$ cat config.mk
export PLATFORM = sky130hd
export DESIGN_NAME = table_access
export DESIGN_NICKNAME = d
export VERILOG_FILES = /design/src/rtl/tbl_pkg.sv /design/src/rtl/tbl_prio.sv /design/src/rtl/tbl_mem.sv /design/src/rtl/table_access.sv
export SDC_FILE = /design/constraint.sdc
export NUM_CORES = 2
export LEC_CHECK = 0
export BUFFER_PORTS_ARGS = -buffer_cell sky130_fd_sc_hd__buf_2
export CORE_MARGIN = 5
export CORE_UTILIZATION = 35
export DETAILED_ROUTE_END_ITERATION = 10
export PLACE_DENSITY_LB_ADDON = 0.15
export SETUP_SLACK_MARGIN = 0.3
export SYNTH_ARGS = -nofsm -noshare
export SYNTH_HDL_FRONTEND = slang
export SYNTH_SLANG_ARGS = --single-unit
$ cat constraint.sdc
create_clock -name ref_clk -period 4.95 [get_ports ref_clk]
set_input_delay 0.495 -clock ref_clk [delete_from_list [all_inputs] [get_ports ref_clk]]
set_output_delay 0.495 -clock ref_clk [all_outputs]
set_load 0.05 [all_outputs]
$ cat src/rtl/tbl_pkg.sv
// Purpose: Shared constants for the program memory table access unit
// Assumes: One 250 MHz clock, instruction strobes from the core
// Notes:   Functional notes follow
package tbl_pkg;
  localparam int        ADDR_W       = 16;
  localparam int        WORD_W       = 16;
  localparam int        BYTE_W       = 8;
  localparam int        MEM_AW       = 8;
  // Register byte addresses
  localparam logic [3:0] OFS_PTR_LO  = 4'h0;
  localparam logic [3:0] OFS_PTR_HI  = 4'h4;
  localparam logic [3:0] OFS_STATUS  = 4'h8;
  localparam logic [3:0] OFS_LATCH   = 4'hc;
  // Status field positions
  localparam int        ST_LONG      = 0;
  localparam int        ST_EXT       = 1;
  localparam int        ST_VEC       = 2;
  localparam int        ST_ABORT     = 3;
  localparam logic [15:0] PTR_RST    = 16'h0000;
  localparam logic [15:0] LATCH_RST  = 16'h0000;
  // Interrupt source indices, 0 is highest priority
  localparam int        SRC_PIN      = 0;
  localparam int        SRC_T0OVF    = 1;
  localparam int        SRC_T0CKI    = 2;
  localparam int        SRC_PERIPH   = 3;
  localparam int        NSRC         = 4;
  typedef enum logic [2:0] {
    OP_NONE, OP_LATCH_LOAD, OP_LATCH_READ, OP_TABLE_WRITE, OP_TABLE_READ
  } op_t;
  typedef enum {ST_IDLE, ST_CYC2, ST_LONGW} fsm_t;
endpackage : tbl_pkg

$ cat src/rtl/tbl_prio.sv
// Purpose: Highest priority one-hot pick among the fast clearable sources
// Assumes: Bit 0 has highest priority
// Notes:   Pure combinational
`timescale 1ns/1ns
`default_nettype none
module tbl_prio
  import tbl_pkg::*;
(
  // Request vector
  input  wire logic [2:0] req,
  // One-hot grant
  output logic      [2:0] gnt
);
  always_comb begin
    gnt = 3'h0;
    for (int i = 2; i >= 0; i--) begin
      if (req[i]) begin
        gnt = 3'h0;
        gnt[i] = 1'b1;
      end
    end
  end
endmodule : tbl_prio
`default_nettype wire

$ cat src/rtl/tbl_mem.sv
// Purpose: Small internal program memory model with registered read data
// Assumes: Word wide, one write port, one read port
// Notes:   Only low address bits index the array
`timescale 1ns/1ns
`default_nettype none
module tbl_mem
  import tbl_pkg::*;
(
  // Clock
  input  wire logic              ref_clk,
  // Write port
  input  wire logic              we,
  input  wire logic [MEM_AW-1:0] waddr,
  input  wire logic [WORD_W-1:0] wdata,
  // Read port
  input  wire logic              re,
  input  wire logic [MEM_AW-1:0] raddr,
  output logic      [WORD_W-1:0] rdata
);
  logic [WORD_W-1:0] mem [2**MEM_AW];
  always_ff @(posedge ref_clk) begin
    if (we) begin
      mem[waddr] <= wdata;
    end
  end
  always_ff @(posedge ref_clk) begin
    if (re) begin
      rdata <= mem[raddr];
    end
  end
endmodule : tbl_mem
`default_nettype wire

$ cat src/rtl/table_access.sv
// Purpose: Table read and write unit between byte data and word program memory
// Assumes: Core issues one op strobe when ready is high; ext read data sampled at the end of the cycle ext_re is high
// Notes:   Avalon slave exposes pointer and status; the latch stays unmapped
//
// Design decisions made here: the Avalon-MM register port and the placing of the registers.
`timescale 1ns/1ns
`default_nettype none
module table_access
  import tbl_pkg::*;
(
  // Clock and reset
  input  wire logic              ref_clk,
  input  wire logic              rstn,
  // Core instruction port
  input  wire logic              op_valid,
  input  wire op_t               op_code,
  input  wire logic              byte_sel,
  input  wire logic              incr,
  input  wire logic [BYTE_W-1:0] op_wdata,
  output logic      [BYTE_W-1:0] op_rdata,
  output logic                   op_rvalid,
  output logic                   op_ready,
  output logic                   core_halt,
  // Mode and interrupt context
  input  wire logic              ext_mode,
  input  wire logic              prog_voltage_ok,
  input  wire logic              global_interrupt_disable,
  input  wire logic [NSRC-1:0]   int_enable,
  input  wire logic [NSRC-1:0]   int_flag,
  output logic      [NSRC-1:0]   flag_clear,
  output logic                   periph_ack,
  output logic                   vector_req,
  // External program memory bus
  output logic      [ADDR_W-1:0] ext_addr,
  output logic      [WORD_W-1:0] ext_wdata,
  output logic                   ext_we,
  output logic                   ext_re,
  input  wire logic [WORD_W-1:0] ext_rdata,
  // Avalon-MM slave
  input  wire logic [3:0]        avs_address,
  input  wire logic              avs_read,
  input  wire logic              avs_write,
  input  wire logic [31:0]       avs_writedata,
  input  wire logic [3:0]        avs_byteenable,
  output logic      [31:0]       avs_readdata,
  output logic                   avs_waitrequest
);
  logic [ADDR_W-1:0] table_pointer_ff;
  logic [WORD_W-1:0] holding_latch_ff;
  fsm_t              state_ff;
  logic              is_read_ff;
  logic              incr_ff;
  logic              byte_sel_ff;
  logic              real_wr_ff;
  logic              ext_ff;
  logic              long_flag_ff;
  logic              abort_flag_ff;
  logic              vec_flag_ff;
  logic              ack_ff;
  logic [WORD_W-1:0] mem_rdata;
  logic [2:0]        fast_gnt;
  logic [NSRC-1:0]   active;
  logic              any_active;
  logic              take;
  logic              tw_int;
  logic              tw_abort;
  logic              long_end;
  logic              cyc2_done;
  logic [WORD_W-1:0] rd_word;
  logic              bus_wr;
  logic [ADDR_W-1:0] rd_addr;

  function automatic logic [BYTE_W-1:0] pick_byte(input logic [WORD_W-1:0] w, input logic hi);
    pick_byte = hi ? w[WORD_W-1:BYTE_W] : w[BYTE_W-1:0];
  endfunction : pick_byte

  assign active     = int_enable & int_flag;
  assign any_active = |active;
  assign take       = op_valid && op_ready;
  assign tw_int     = take && op_code == OP_TABLE_WRITE && !ext_mode;
  assign tw_abort   = tw_int && any_active;
  assign long_end   = state_ff == ST_LONGW && any_active;
  assign cyc2_done  = state_ff == ST_CYC2;
  assign rd_word    = ext_ff ? ext_rdata : mem_rdata;
  assign op_ready   = state_ff == ST_IDLE;
  assign core_halt  = state_ff == ST_LONGW;
  assign bus_wr     = avs_write && state_ff == ST_IDLE && !op_valid;
  assign rd_addr    = nxt_rd_addr(table_pointer_ff, incr);

  function automatic logic [ADDR_W-1:0] nxt_rd_addr(input logic [ADDR_W-1:0] p, input logic inc);
    nxt_rd_addr = inc ? ADDR_W'(p + 16'h0001) : p;
  endfunction : nxt_rd_addr

  tbl_prio u_prio (
    .req (active[2:0]),
    .gnt (fast_gnt)
  );

  tbl_mem u_mem (
    .ref_clk (ref_clk),
    .we      (cyc2_done && !is_read_ff && !ext_ff && real_wr_ff),
    .waddr   (table_pointer_ff[MEM_AW-1:0]),
    .wdata   (holding_latch_ff),
    .re      (take && op_code == OP_TABLE_READ),
    .raddr   (rd_addr[MEM_AW-1:0]),
    .rdata   (mem_rdata)
  );

  // Sequencer
  always_ff @(posedge ref_clk or negedge rstn) begin
    if (!rstn) begin
      state_ff    <= ST_IDLE;
      is_read_ff  <= 1'b0;
      incr_ff     <= 1'b0;
      byte_sel_ff <= 1'b0;
      real_wr_ff  <= 1'b0;
      ext_ff      <= 1'b0;
    end else begin
      case (state_ff)
        ST_IDLE: begin
          if (take && (op_code == OP_TABLE_WRITE || op_code == OP_TABLE_READ)) begin
            is_read_ff  <= op_code == OP_TABLE_READ;
            incr_ff     <= incr;
            byte_sel_ff <= byte_sel;
            ext_ff      <= ext_mode;
            real_wr_ff  <= 1'b0;
            if (tw_int && !tw_abort && prog_voltage_ok) begin
              state_ff <= ST_LONGW;
            end else begin
              state_ff <= ST_CYC2;
            end
          end
        end
        ST_LONGW: begin
          if (long_end) begin
            real_wr_ff <= 1'b1;
            state_ff   <= ST_CYC2;
          end
        end
        ST_CYC2: begin
          state_ff <= ST_IDLE;
        end
        default: state_ff <= ST_IDLE;
      endcase
    end
  end

  // Table pointer: bus write or post-access increment
  always_ff @(posedge ref_clk or negedge rstn) begin
    if (!rstn) begin
      table_pointer_ff <= PTR_RST;
    end else if (cyc2_done && incr_ff) begin
      table_pointer_ff <= ADDR_W'(table_pointer_ff + 16'h0001);
    end else if (bus_wr && avs_address == OFS_PTR_LO && avs_byteenable[0]) begin
      table_pointer_ff[7:0] <= avs_writedata[7:0];
    end else if (bus_wr && avs_address == OFS_PTR_HI && avs_byteenable[0]) begin
      table_pointer_ff[15:8] <= avs_writedata[7:0];
    end
  end

  // Holding latch: byte loads and read reloads
  always_ff @(posedge ref_clk or negedge rstn) begin
    if (!rstn) begin
      holding_latch_ff <= LATCH_RST;
    end else if (take && (op_code == OP_LATCH_LOAD || op_code == OP_TABLE_WRITE)) begin
      if (byte_sel) begin
        holding_latch_ff[15:8] <= op_wdata;
      end else begin
        holding_latch_ff[7:0] <= op_wdata;
      end
    end else if (cyc2_done && is_read_ff) begin
      holding_latch_ff <= rd_word;
    end
  end

  // Byte return to data memory, no memory access for latch read
  always_ff @(posedge ref_clk or negedge rstn) begin
    if (!rstn) begin
      op_rdata  <= 8'h00;
      op_rvalid <= 1'b0;
    end else begin
      op_rvalid <= take && (op_code == OP_LATCH_READ || op_code == OP_TABLE_READ);
      if (take && (op_code == OP_LATCH_READ || op_code == OP_TABLE_READ)) begin
        op_rdata <= pick_byte(holding_latch_ff, byte_sel);
      end
    end
  end

  // External bus
  always_ff @(posedge ref_clk or negedge rstn) begin
    if (!rstn) begin
      ext_addr  <= 16'h0000;
      ext_wdata <= 16'h0000;
      ext_we    <= 1'b0;
      ext_re    <= 1'b0;
    end else begin
      ext_we <= 1'b0;
      ext_re <= 1'b0;
      if (take && ext_mode && op_code == OP_TABLE_WRITE) begin
        ext_addr  <= table_pointer_ff;
        ext_wdata <= byte_sel ? {op_wdata, holding_latch_ff[7:0]} : {holding_latch_ff[15:8], op_wdata};
        ext_we    <= 1'b1;
      end else if (take && ext_mode && op_code == OP_TABLE_READ) begin
        ext_addr <= rd_addr;
        ext_re   <= 1'b1;
      end
    end
  end

  // Interrupt side effects
  always_ff @(posedge ref_clk or negedge rstn) begin
    if (!rstn) begin
      flag_clear    <= '0;
      periph_ack    <= 1'b0;
      vector_req    <= 1'b0;
      long_flag_ff  <= 1'b0;
      abort_flag_ff <= 1'b0;
      vec_flag_ff   <= 1'b0;
      ack_ff        <= 1'b0;
    end else begin
      flag_clear <= '0;
      periph_ack <= 1'b0;
      vector_req <= 1'b0;
      long_flag_ff <= state_ff == ST_LONGW;
      if (tw_abort) begin
        flag_clear    <= {1'b0, fast_gnt};
        abort_flag_ff <= 1'b1;
        vector_req    <= !global_interrupt_disable;
      end else if (long_end) begin
        flag_clear  <= {1'b0, fast_gnt};
        vector_req  <= !global_interrupt_disable;
        vec_flag_ff <= !global_interrupt_disable;
      end else if (state_ff == ST_CYC2 && ext_ff && !is_read_ff && any_active) begin
        flag_clear <= {1'b0, fast_gnt};
        periph_ack <= ~|fast_gnt && active[SRC_PERIPH];
        ack_ff     <= 1'b1;
      end else if (take) begin
        abort_flag_ff <= 1'b0;
      end
    end
  end

  // Avalon slave, answers with waitrequest low in the request cycle when idle and op_valid is low
  assign avs_waitrequest = (avs_read || avs_write) && (state_ff != ST_IDLE || op_valid);
  always_comb begin
    case (avs_address)
      OFS_PTR_LO: avs_readdata = {24'h000000, table_pointer_ff[7:0]};
      OFS_PTR_HI: avs_readdata = {24'h000000, table_pointer_ff[15:8]};
      OFS_STATUS: avs_readdata = {28'h0000000, abort_flag_ff, vec_flag_ff, ext_mode, long_flag_ff};
      default:    avs_readdata = 32'h00000000;
    endcase
  end

  // Assertions
  property p_incr;
    @(posedge ref_clk) disable iff (!rstn)
      (state_ff == ST_CYC2 && incr_ff) |=> table_pointer_ff == ADDR_W'($past(table_pointer_ff) + 16'h0001);
  endproperty
  a_incr: assert property (p_incr) else $error("pointer not incremented");
  property p_noincr;
    @(posedge ref_clk) disable iff (!rstn)
      (state_ff == ST_CYC2 && !incr_ff && !bus_wr) |=> $stable(table_pointer_ff);
  endproperty
  a_noincr: assert property (p_noincr) else $error("pointer moved");
  property p_halt;
    @(posedge ref_clk) disable iff (!rstn)
      (tw_int && !tw_abort && prog_voltage_ok) |=> core_halt;
  endproperty
  a_halt: assert property (p_halt) else $error("long write not started");
  property p_hold;
    @(posedge ref_clk) disable iff (!rstn)
      (core_halt && !any_active) |=> core_halt;
  endproperty
  a_hold: assert property (p_hold) else $error("long write ended early");
  property p_vec;
    @(posedge ref_clk) disable iff (!rstn)
      long_end |=> vector_req == !$past(global_interrupt_disable);
  endproperty
  a_vec: assert property (p_vec) else $error("vector decision wrong");
  property p_abort;
    @(posedge ref_clk) disable iff (!rstn)
      tw_abort |=> state_ff == ST_CYC2 ##1 state_ff == ST_IDLE;
  endproperty
  a_abort: assert property (p_abort) else $error("abort not a no-op");
  property p_ext2;
    @(posedge ref_clk) disable iff (!rstn)
      (take && ext_mode && op_code == OP_TABLE_WRITE) |=> ext_we && !op_ready ##1 op_ready;
  endproperty
  a_ext2: assert property (p_ext2) else $error("external write not two cycles");
  property p_periph;
    @(posedge ref_clk) disable iff (!rstn)
      long_end |=> !flag_clear[SRC_PERIPH];
  endproperty
  a_periph: assert property (p_periph) else $error("peripheral flag cleared");
  property p_lread;
    @(posedge ref_clk) disable iff (!rstn)
      (take && op_code == OP_LATCH_READ) |=> $stable(table_pointer_ff) && !ext_re;
  endproperty
  a_lread: assert property (p_lread) else $error("latch read touched memory");
  c_long: cover property (@(posedge ref_clk) disable iff (!rstn) long_end);
  c_abort: cover property (@(posedge ref_clk) disable iff (!rstn) tw_abort);
  c_ext: cover property (@(posedge ref_clk) disable iff (!rstn) ext_we);
endmodule : table_access
`default_nettype wire

### Word level (Yosys, flattened, before mapping)

Memory sizes are Yosys's and may differ from the RTL's. A register that Yosys moved wholly into a read port is not among the register bits.
Cells that the tools add are included.

| cells by class | value |
|---|---|
| $add $sub $neg | 1 |
| eq/ne operators | 16 |
| mux-type cells | 42 |
| bitwise logic cells | 2 |
| reduce and logical (&&, ||, !) cells | 62 |

Operators by type and width:

| cell | number |
|---|---|
| 16-bit 2-to-1 mux | 8 |
| 32-bit by 2-bit equality test with 1-bit output (second input constant) | 2 |
| 32-bit zero test | 2 |
| 32-bit 2-to-1 mux | 2 |
| 32-bit case mux with 2 select lines | 1 |
| 8-bit 2-to-1 mux | 6 |
| 32-bit by 3-bit equality test with 1-bit output (second input constant) | 1 |
| 32-bit nonzero test | 1 |
| 1-bit logical AND | 30 |
| 8-bit case mux with 3 select lines | 1 |
| 3-bit 2-to-1 mux | 6 |
| 16-bit by 1-bit adder with 16-bit output (second input constant) | 1 |
| 1-bit 2-to-1 mux | 16 |
| 2-bit != test (second input constant) | 7 |
| 2-bit AND reduction | 6 |
| 2-bit nonzero test | 6 |
| 1-bit zero test | 7 |
| 3-bit by 2-bit equality test with 1-bit output (second input constant) | 2 |
| 3-bit AND reduction | 2 |
| 1-bit logical OR | 5 |
| 4-bit bitwise AND | 1 |
| 4-bit by 3-bit equality test with 1-bit output (second input constant) | 1 |
| 4-bit equality test (second input constant) | 1 |
| 4-bit zero test | 1 |
| 7 further kinds | 7 |

| word-level totals | value |
|---|---|
| bits in registers | 120 |
| memory bits (writable) | 4,096 |
| output and inout port bits | 84 |
| memories kept | 1 |

Memories:

| name | depth | width | read ports | clocked after memory_dff | write ports | line | RTL |
|---|---|---|---|---|---|---|---|
| u_mem.mem | 256 | 16 | 1 | 1 | 1 | tbl_mem.sv:20 | `logic [WORD_W-1:0] mem [2**MEM_AW];` |

### Depth between registers and ports, before layout

| logic depth | value |
|---|---|
| word-level depth | 11 |
| depth in mapped cells | 18 |
| depth with buffers taken out | 10 |

### Hierarchy

A second synthesis with hierarchy kept.

| second synthesis, totals | value |
|---|---|
| cell total of the unflattened synthesis | 7,907 |
| area, all modules | 163,907.2 µm² |

Modules (own cells, without submodules):

| module | times used | cells each | area each (µm²) |
|---|---|---|---|
| tbl_mem | 1 | 7,360 | 158,874.9 |
| table_access | 1 | 544 | 5,006.1 |
| tbl_prio | 1 | 3 | 26.3 |

### Worst setup path after synthesis

No wires, ideal clock.

| path | value |
|---|---|
| path type | register to register |
| start | register holding_latch_ff[10] |
| end | memory u_mem.mem[0][10], data pin |
| setup time | 0.809 ns |
| arrival time | 3.211 ns |
| data required time | 4.141 ns |
| path slack | 0.929 ns |
| cell stages (with the launch flop) | 1 |
| path through | dfrtp_1 |

RTL lines:

| element | line | RTL |
|---|---|---|
| start, declared | table_access.sv:49 | `logic [WORD_W-1:0] holding_latch_ff;` |
| start signal, assigned | table_access.sv:167 | `holding_latch_ff[15:8] <= op_wdata;` |
| start signal, assigned | table_access.sv:172 | `holding_latch_ff <= rd_word;` |
| end, declared | tbl_mem.sv:20 |  |

Straight into the memory's write port.

### Worst setup path in the final report

| path | value |
|---|---|
| start | register table_pointer_ff[1] |
| end | register u_mem.rdata[10], read port of u_mem.mem, data pin |

| between the ends | value |
|---|---|
| word-level cells in the longest chain between the ends | 2 |

Ends and longest elaborated chain:

| element | line | RTL |
|---|---|---|
| start, declared | table_access.sv:48 | `logic [ADDR_W-1:0] table_pointer_ff;` |
| start signal, assigned | table_access.sv:153 | `table_pointer_ff <= ADDR_W'(table_pointer_ff + 16'h0001);` |
| start signal, assigned | table_access.sv:155 | `table_pointer_ff[7:0] <= avs_writedata[7:0];` |
| 16-bit by 1-bit adder with 16-bit output | table_access.sv:91 | `nxt_rd_addr = inc ? ADDR_W'(p + 16'h0001) : p;` |
| 16-bit 2-to-1 mux * | table_access.sv:91 |  |
| end, declared | tbl_mem.sv:18 | `output logic [WORD_W-1:0] rdata` |

Every way passes the cells marked *; elsewhere a longest branch is shown, timed or not.
A chain may end at the register's enable or synchronous reset.

==> results.md <==
* WL/cell at 31.0 microns
* CTS buffer count at 456
* Worst Hold End: flag_clear[0]
* Crit Path Category: register to register
* Async set-reset flop share out of synthesis at 2.12%
* CP Launch Type: register
* Die Ht at 692 microns
* WL final at 482000 microns
* Cell area after layout at 190000 sq um
* Crit-path cells: buf_8 > ha_4 > a21bo_2 > nand2_4 > buf_12 > buf_12 > buf_12 > mux4_2 > o21ai_0 > o211ai_1 > a2111oi_2 > buf_4 > nand3_1
* Lkg Pwr at 61.5 nW
* Sequential fraction of the synthesis area at 77.3%
* 1st-pass router iterations at 6
* DP Worst Slack at -0.445 ns
* Global Route Usage Sum at 19.7%
* Status: finished, final reports clean
* CP Data Arrival Time at 5.21 ns
* EDFF count, synth at 4112
* Register share of total power at 37.2%
* Switching share of power at 35.6%
* Initial DRC count at 9082
* Power per cell area at 644 nW/um^2
* Buffers on Ports at 116
* Peak VDD IR at 0.456 mV
* Crit-path max cell delay at 0.53 ns
* Rel. slew slack at 2.21%
* Clock tree from TritonCTS: done
* CP max FO at 36
* Layout area overhead at 17.0%
* Clk pin slew, worst setup/hold paths at 0.06 ns
* Ys Warns at 0
* Total Nets Final at 9048
* Clk sink count at 4201
* Most used flip-flop cell after synthesis: edfxtp_1
* Worst EP required at 5.65 ns
* Most used cell, CP: buf_12
* Yosys reg bits at 4201
* Final Skew at 0.0819 ns
* Tmin final at 4.51 ns
* Maxcap violations at 0
* Fin. Hold Viols at 0
* Cells taking the most area after synthesis: edfxtp_1 76%, mux4_2 11%, mux2i_1 1.8%
* FF-to-FF End: u_mem.rdata[10]
* Setup-failing EPs final at 0
* Core Region at 463000 sq um
* Worst reg2reg setup slack at 0.44 ns
* Initial Util at 35.1%
* ANT nets after route at 0
* Hpwl dp at 290000 microns
* Clock group share of total power at 27.4%
* Unrepaired setup endpoints after global routing: false
* Worst-margin pin slew at 1.47 ns
* CP Capture Type: register
* CP max-delay cell: a2111oi_2
* Area share of the largest cell type after synthesis at 75.9%
* Vias in the first global route at 84872
* Chip width at 692 microns
* Tcrit/Tclk final at 91.1%
* Setup WS post-layout at 0.438 ns
* Global route overflow at 0
* Sw power at 43.6 mW
* Post-synth cell types at 77
* Launch point of the worst reg-to-reg path: table_pointer_ff[1]
* Worst min-delay path category: input port to register
* Htree depth at 5
* First-pass GRT wire length at 675000 microns
* Cell type with the largest total area after synthesis: edfxtp_1
* Post-synthesis instance total at 8216
* Setup crit start: table_pointer_ff[1]
* Vias per cell at 5.41
* Syn_area_per_cell at 19.8 sq um
* Min-delay src: int_enable[1]
* Finished Core Util at 41.1%
* Hold path depth at 6
* Full die area at 478000 sq um
* Fmax at 0.222 GHz
* CTS Root Cell: clkbuf_16
* Int Pwr at 78.9 mW
* Worst reg-to-reg path cell count at 13
* Placed Area at 175000 sq um
* Most common cell after layout, fill and taps aside: edfxtp_1
* Proportion of layout cells with a drive suffix above 1 at 25.1%
* Slew Limit Fails at 0
* Combinational share of power at 35.5%
* Worst skew pair latency at 1.00 ns
* # DRC at 0
* FILL cells at 40866
* Initial antenna violation count at 32
* Synthesized cell area at 163000 sq um
* Longest Clk Path Bufs at 4
* Largest net degree at the start of global routing at 180
* Ports at 169
* FP Rows at 250
* Global placer's final weighted congestion at 0.826
* Most frequent cells in the layout: 4112 x edfxtp_1, 815 x mux4_2, 701 x nand2_1
* Vias at 84033
==> cell type report <==
| class | count | area (sq um) | share of cell area [%] |
|---|---|---|---|
| Antenna cell | 24 | 60.1 | 0.0316 |
| Inverter | 11 | 41.3 | 0.0217 |
| Sequential cell | 4201 | 126000 | 66.1 |
| Clock inverter | 273 | 2800 | 1.47 |
| Tap cell | 6174 | 7720 | 4.06 |
| Timing Repair Buffer | 778 | 6800 | 3.57 |
| Multi-Input combinational cell | 3511 | 35200 | 18.5 |
| Clock buffer | 572 | 11900 | 6.27 |
==> cells in the mapped netlist, drive strengths merged (30+ instances only) <==
library cell,n
a21oi,132
a221oi,61
a22o,38
a22oi,84
a31oi,50
a32o,32
a32oi,76
and3,53
buf,274
clkbuf,244
dfrtp,89
edfxtp,4112
mux2i,292
mux4,815
nand2,716
nand3,155
nand4,68
nor2,353
nor3,36
o2111ai,32
o211ai,48
o21ai,172
o31a,30
==> registers in the layout, indices dropped and copies added (netlist names), 2 cells and up <==
name              cells
ext_addr             16
ext_wdata            16
flag_clear            3
holding_latch_ff     16
op_rdata              8
state_ff              2
table_pointer_ff     16
u_mem.mem          4096
u_mem.rdata          16
==> power by group through the flow <==
| stage | registers (mW) | logic, mW | clock network (mW) |
|---|---|---|---|
| 2_1_floorplan | 48.5 | 22.1 | 0 |
| 3_3_place_gp | 46.2 | 43.4 | 0 |
| 3_5_place_dp | 46.3 | 43.7 | 0 |
| 4_1_cts | 45.5 | 44.1 | 34.4 |
| 5_1_grt | 45.6 | 45.7 | 35.9 |
| 6_report | 45.5 | 43.4 | 33.5 |
==> how the worst max path moves through the flow <==
stage                        to  slack (ns)  cells after the start
6_report        u_mem.rdata[10]        0.44                     13
2_1_floorplan  u_mem.mem[0][10]        0.93                      0
5_1_grt         u_mem.rdata[11]        0.31                     15
3_5_place_dp    u_mem.rdata[11]       -0.45                     11
4_1_cts         u_mem.rdata[11]        0.21                     15
3_3_place_gp    u_mem.rdata[11]       -0.51                     10
==> kinds of logic (layout without fill, tap and decap cells) <==
kind of cell               Yosys count  after routing  share of synthesized area, %
buffers and inverters              529           1634                          1.52
AOI/OAI and AO/OA                  909            909                          4.06
adders and majority gates            4              4                        0.0308
other                                1             49                       0.00231
DFF                               4201           4201                          77.3
muxes                             1132           1133                          13.3
xor gates and xnor gates            18             18                         0.118
and+or+nand+nor                   1422           1422                          3.71
==> metrics by stage <==
step | instances | total power, mW | setup TNS, ns | hold WS, ns
global placement | 14607 | 89.6 | -0.524 | 0.466
finish | 15544 | 123 | 0 | 0.193
floorplan | 8240 | 70.6 | 0 | 0.199
detailed placement | 14607 | 90.0 | -0.473 | 0.471
global route | 15522 | 127 | 0 | 0.184
CTS | 15516 | 124 | 0 | 0.0825
==> worst max-delay path: cells and delay by family (launching register included) <==
kind,cells,cell delay [ns]
AO/OA/AOI/OAI,4,1.82
buffers and inverters,5,1.13
AND/OR/NAND/NOR,2,0.23
multiplexers,1,0.36
adder cells (fa/ha/maj),1,0.21
flip-flops,1,0.40
==> per-layer routing <==
metal	part of all wire, %	track usage, %
met4	3.2	5.80
met5	0.0093	0
met3	6.3	3.34
met1	43	27.5
met2	48	31.8
==> repair_timing <==
action	CTS	global route
hold buffers	56	0
setup endpoints to repair	16	16
resized for setup	15	11
cloned	1	0
hold endpoints to repair	103	0
setup buffers	7	4
pin swaps	5	4
(Power assumes the default switching activity.)
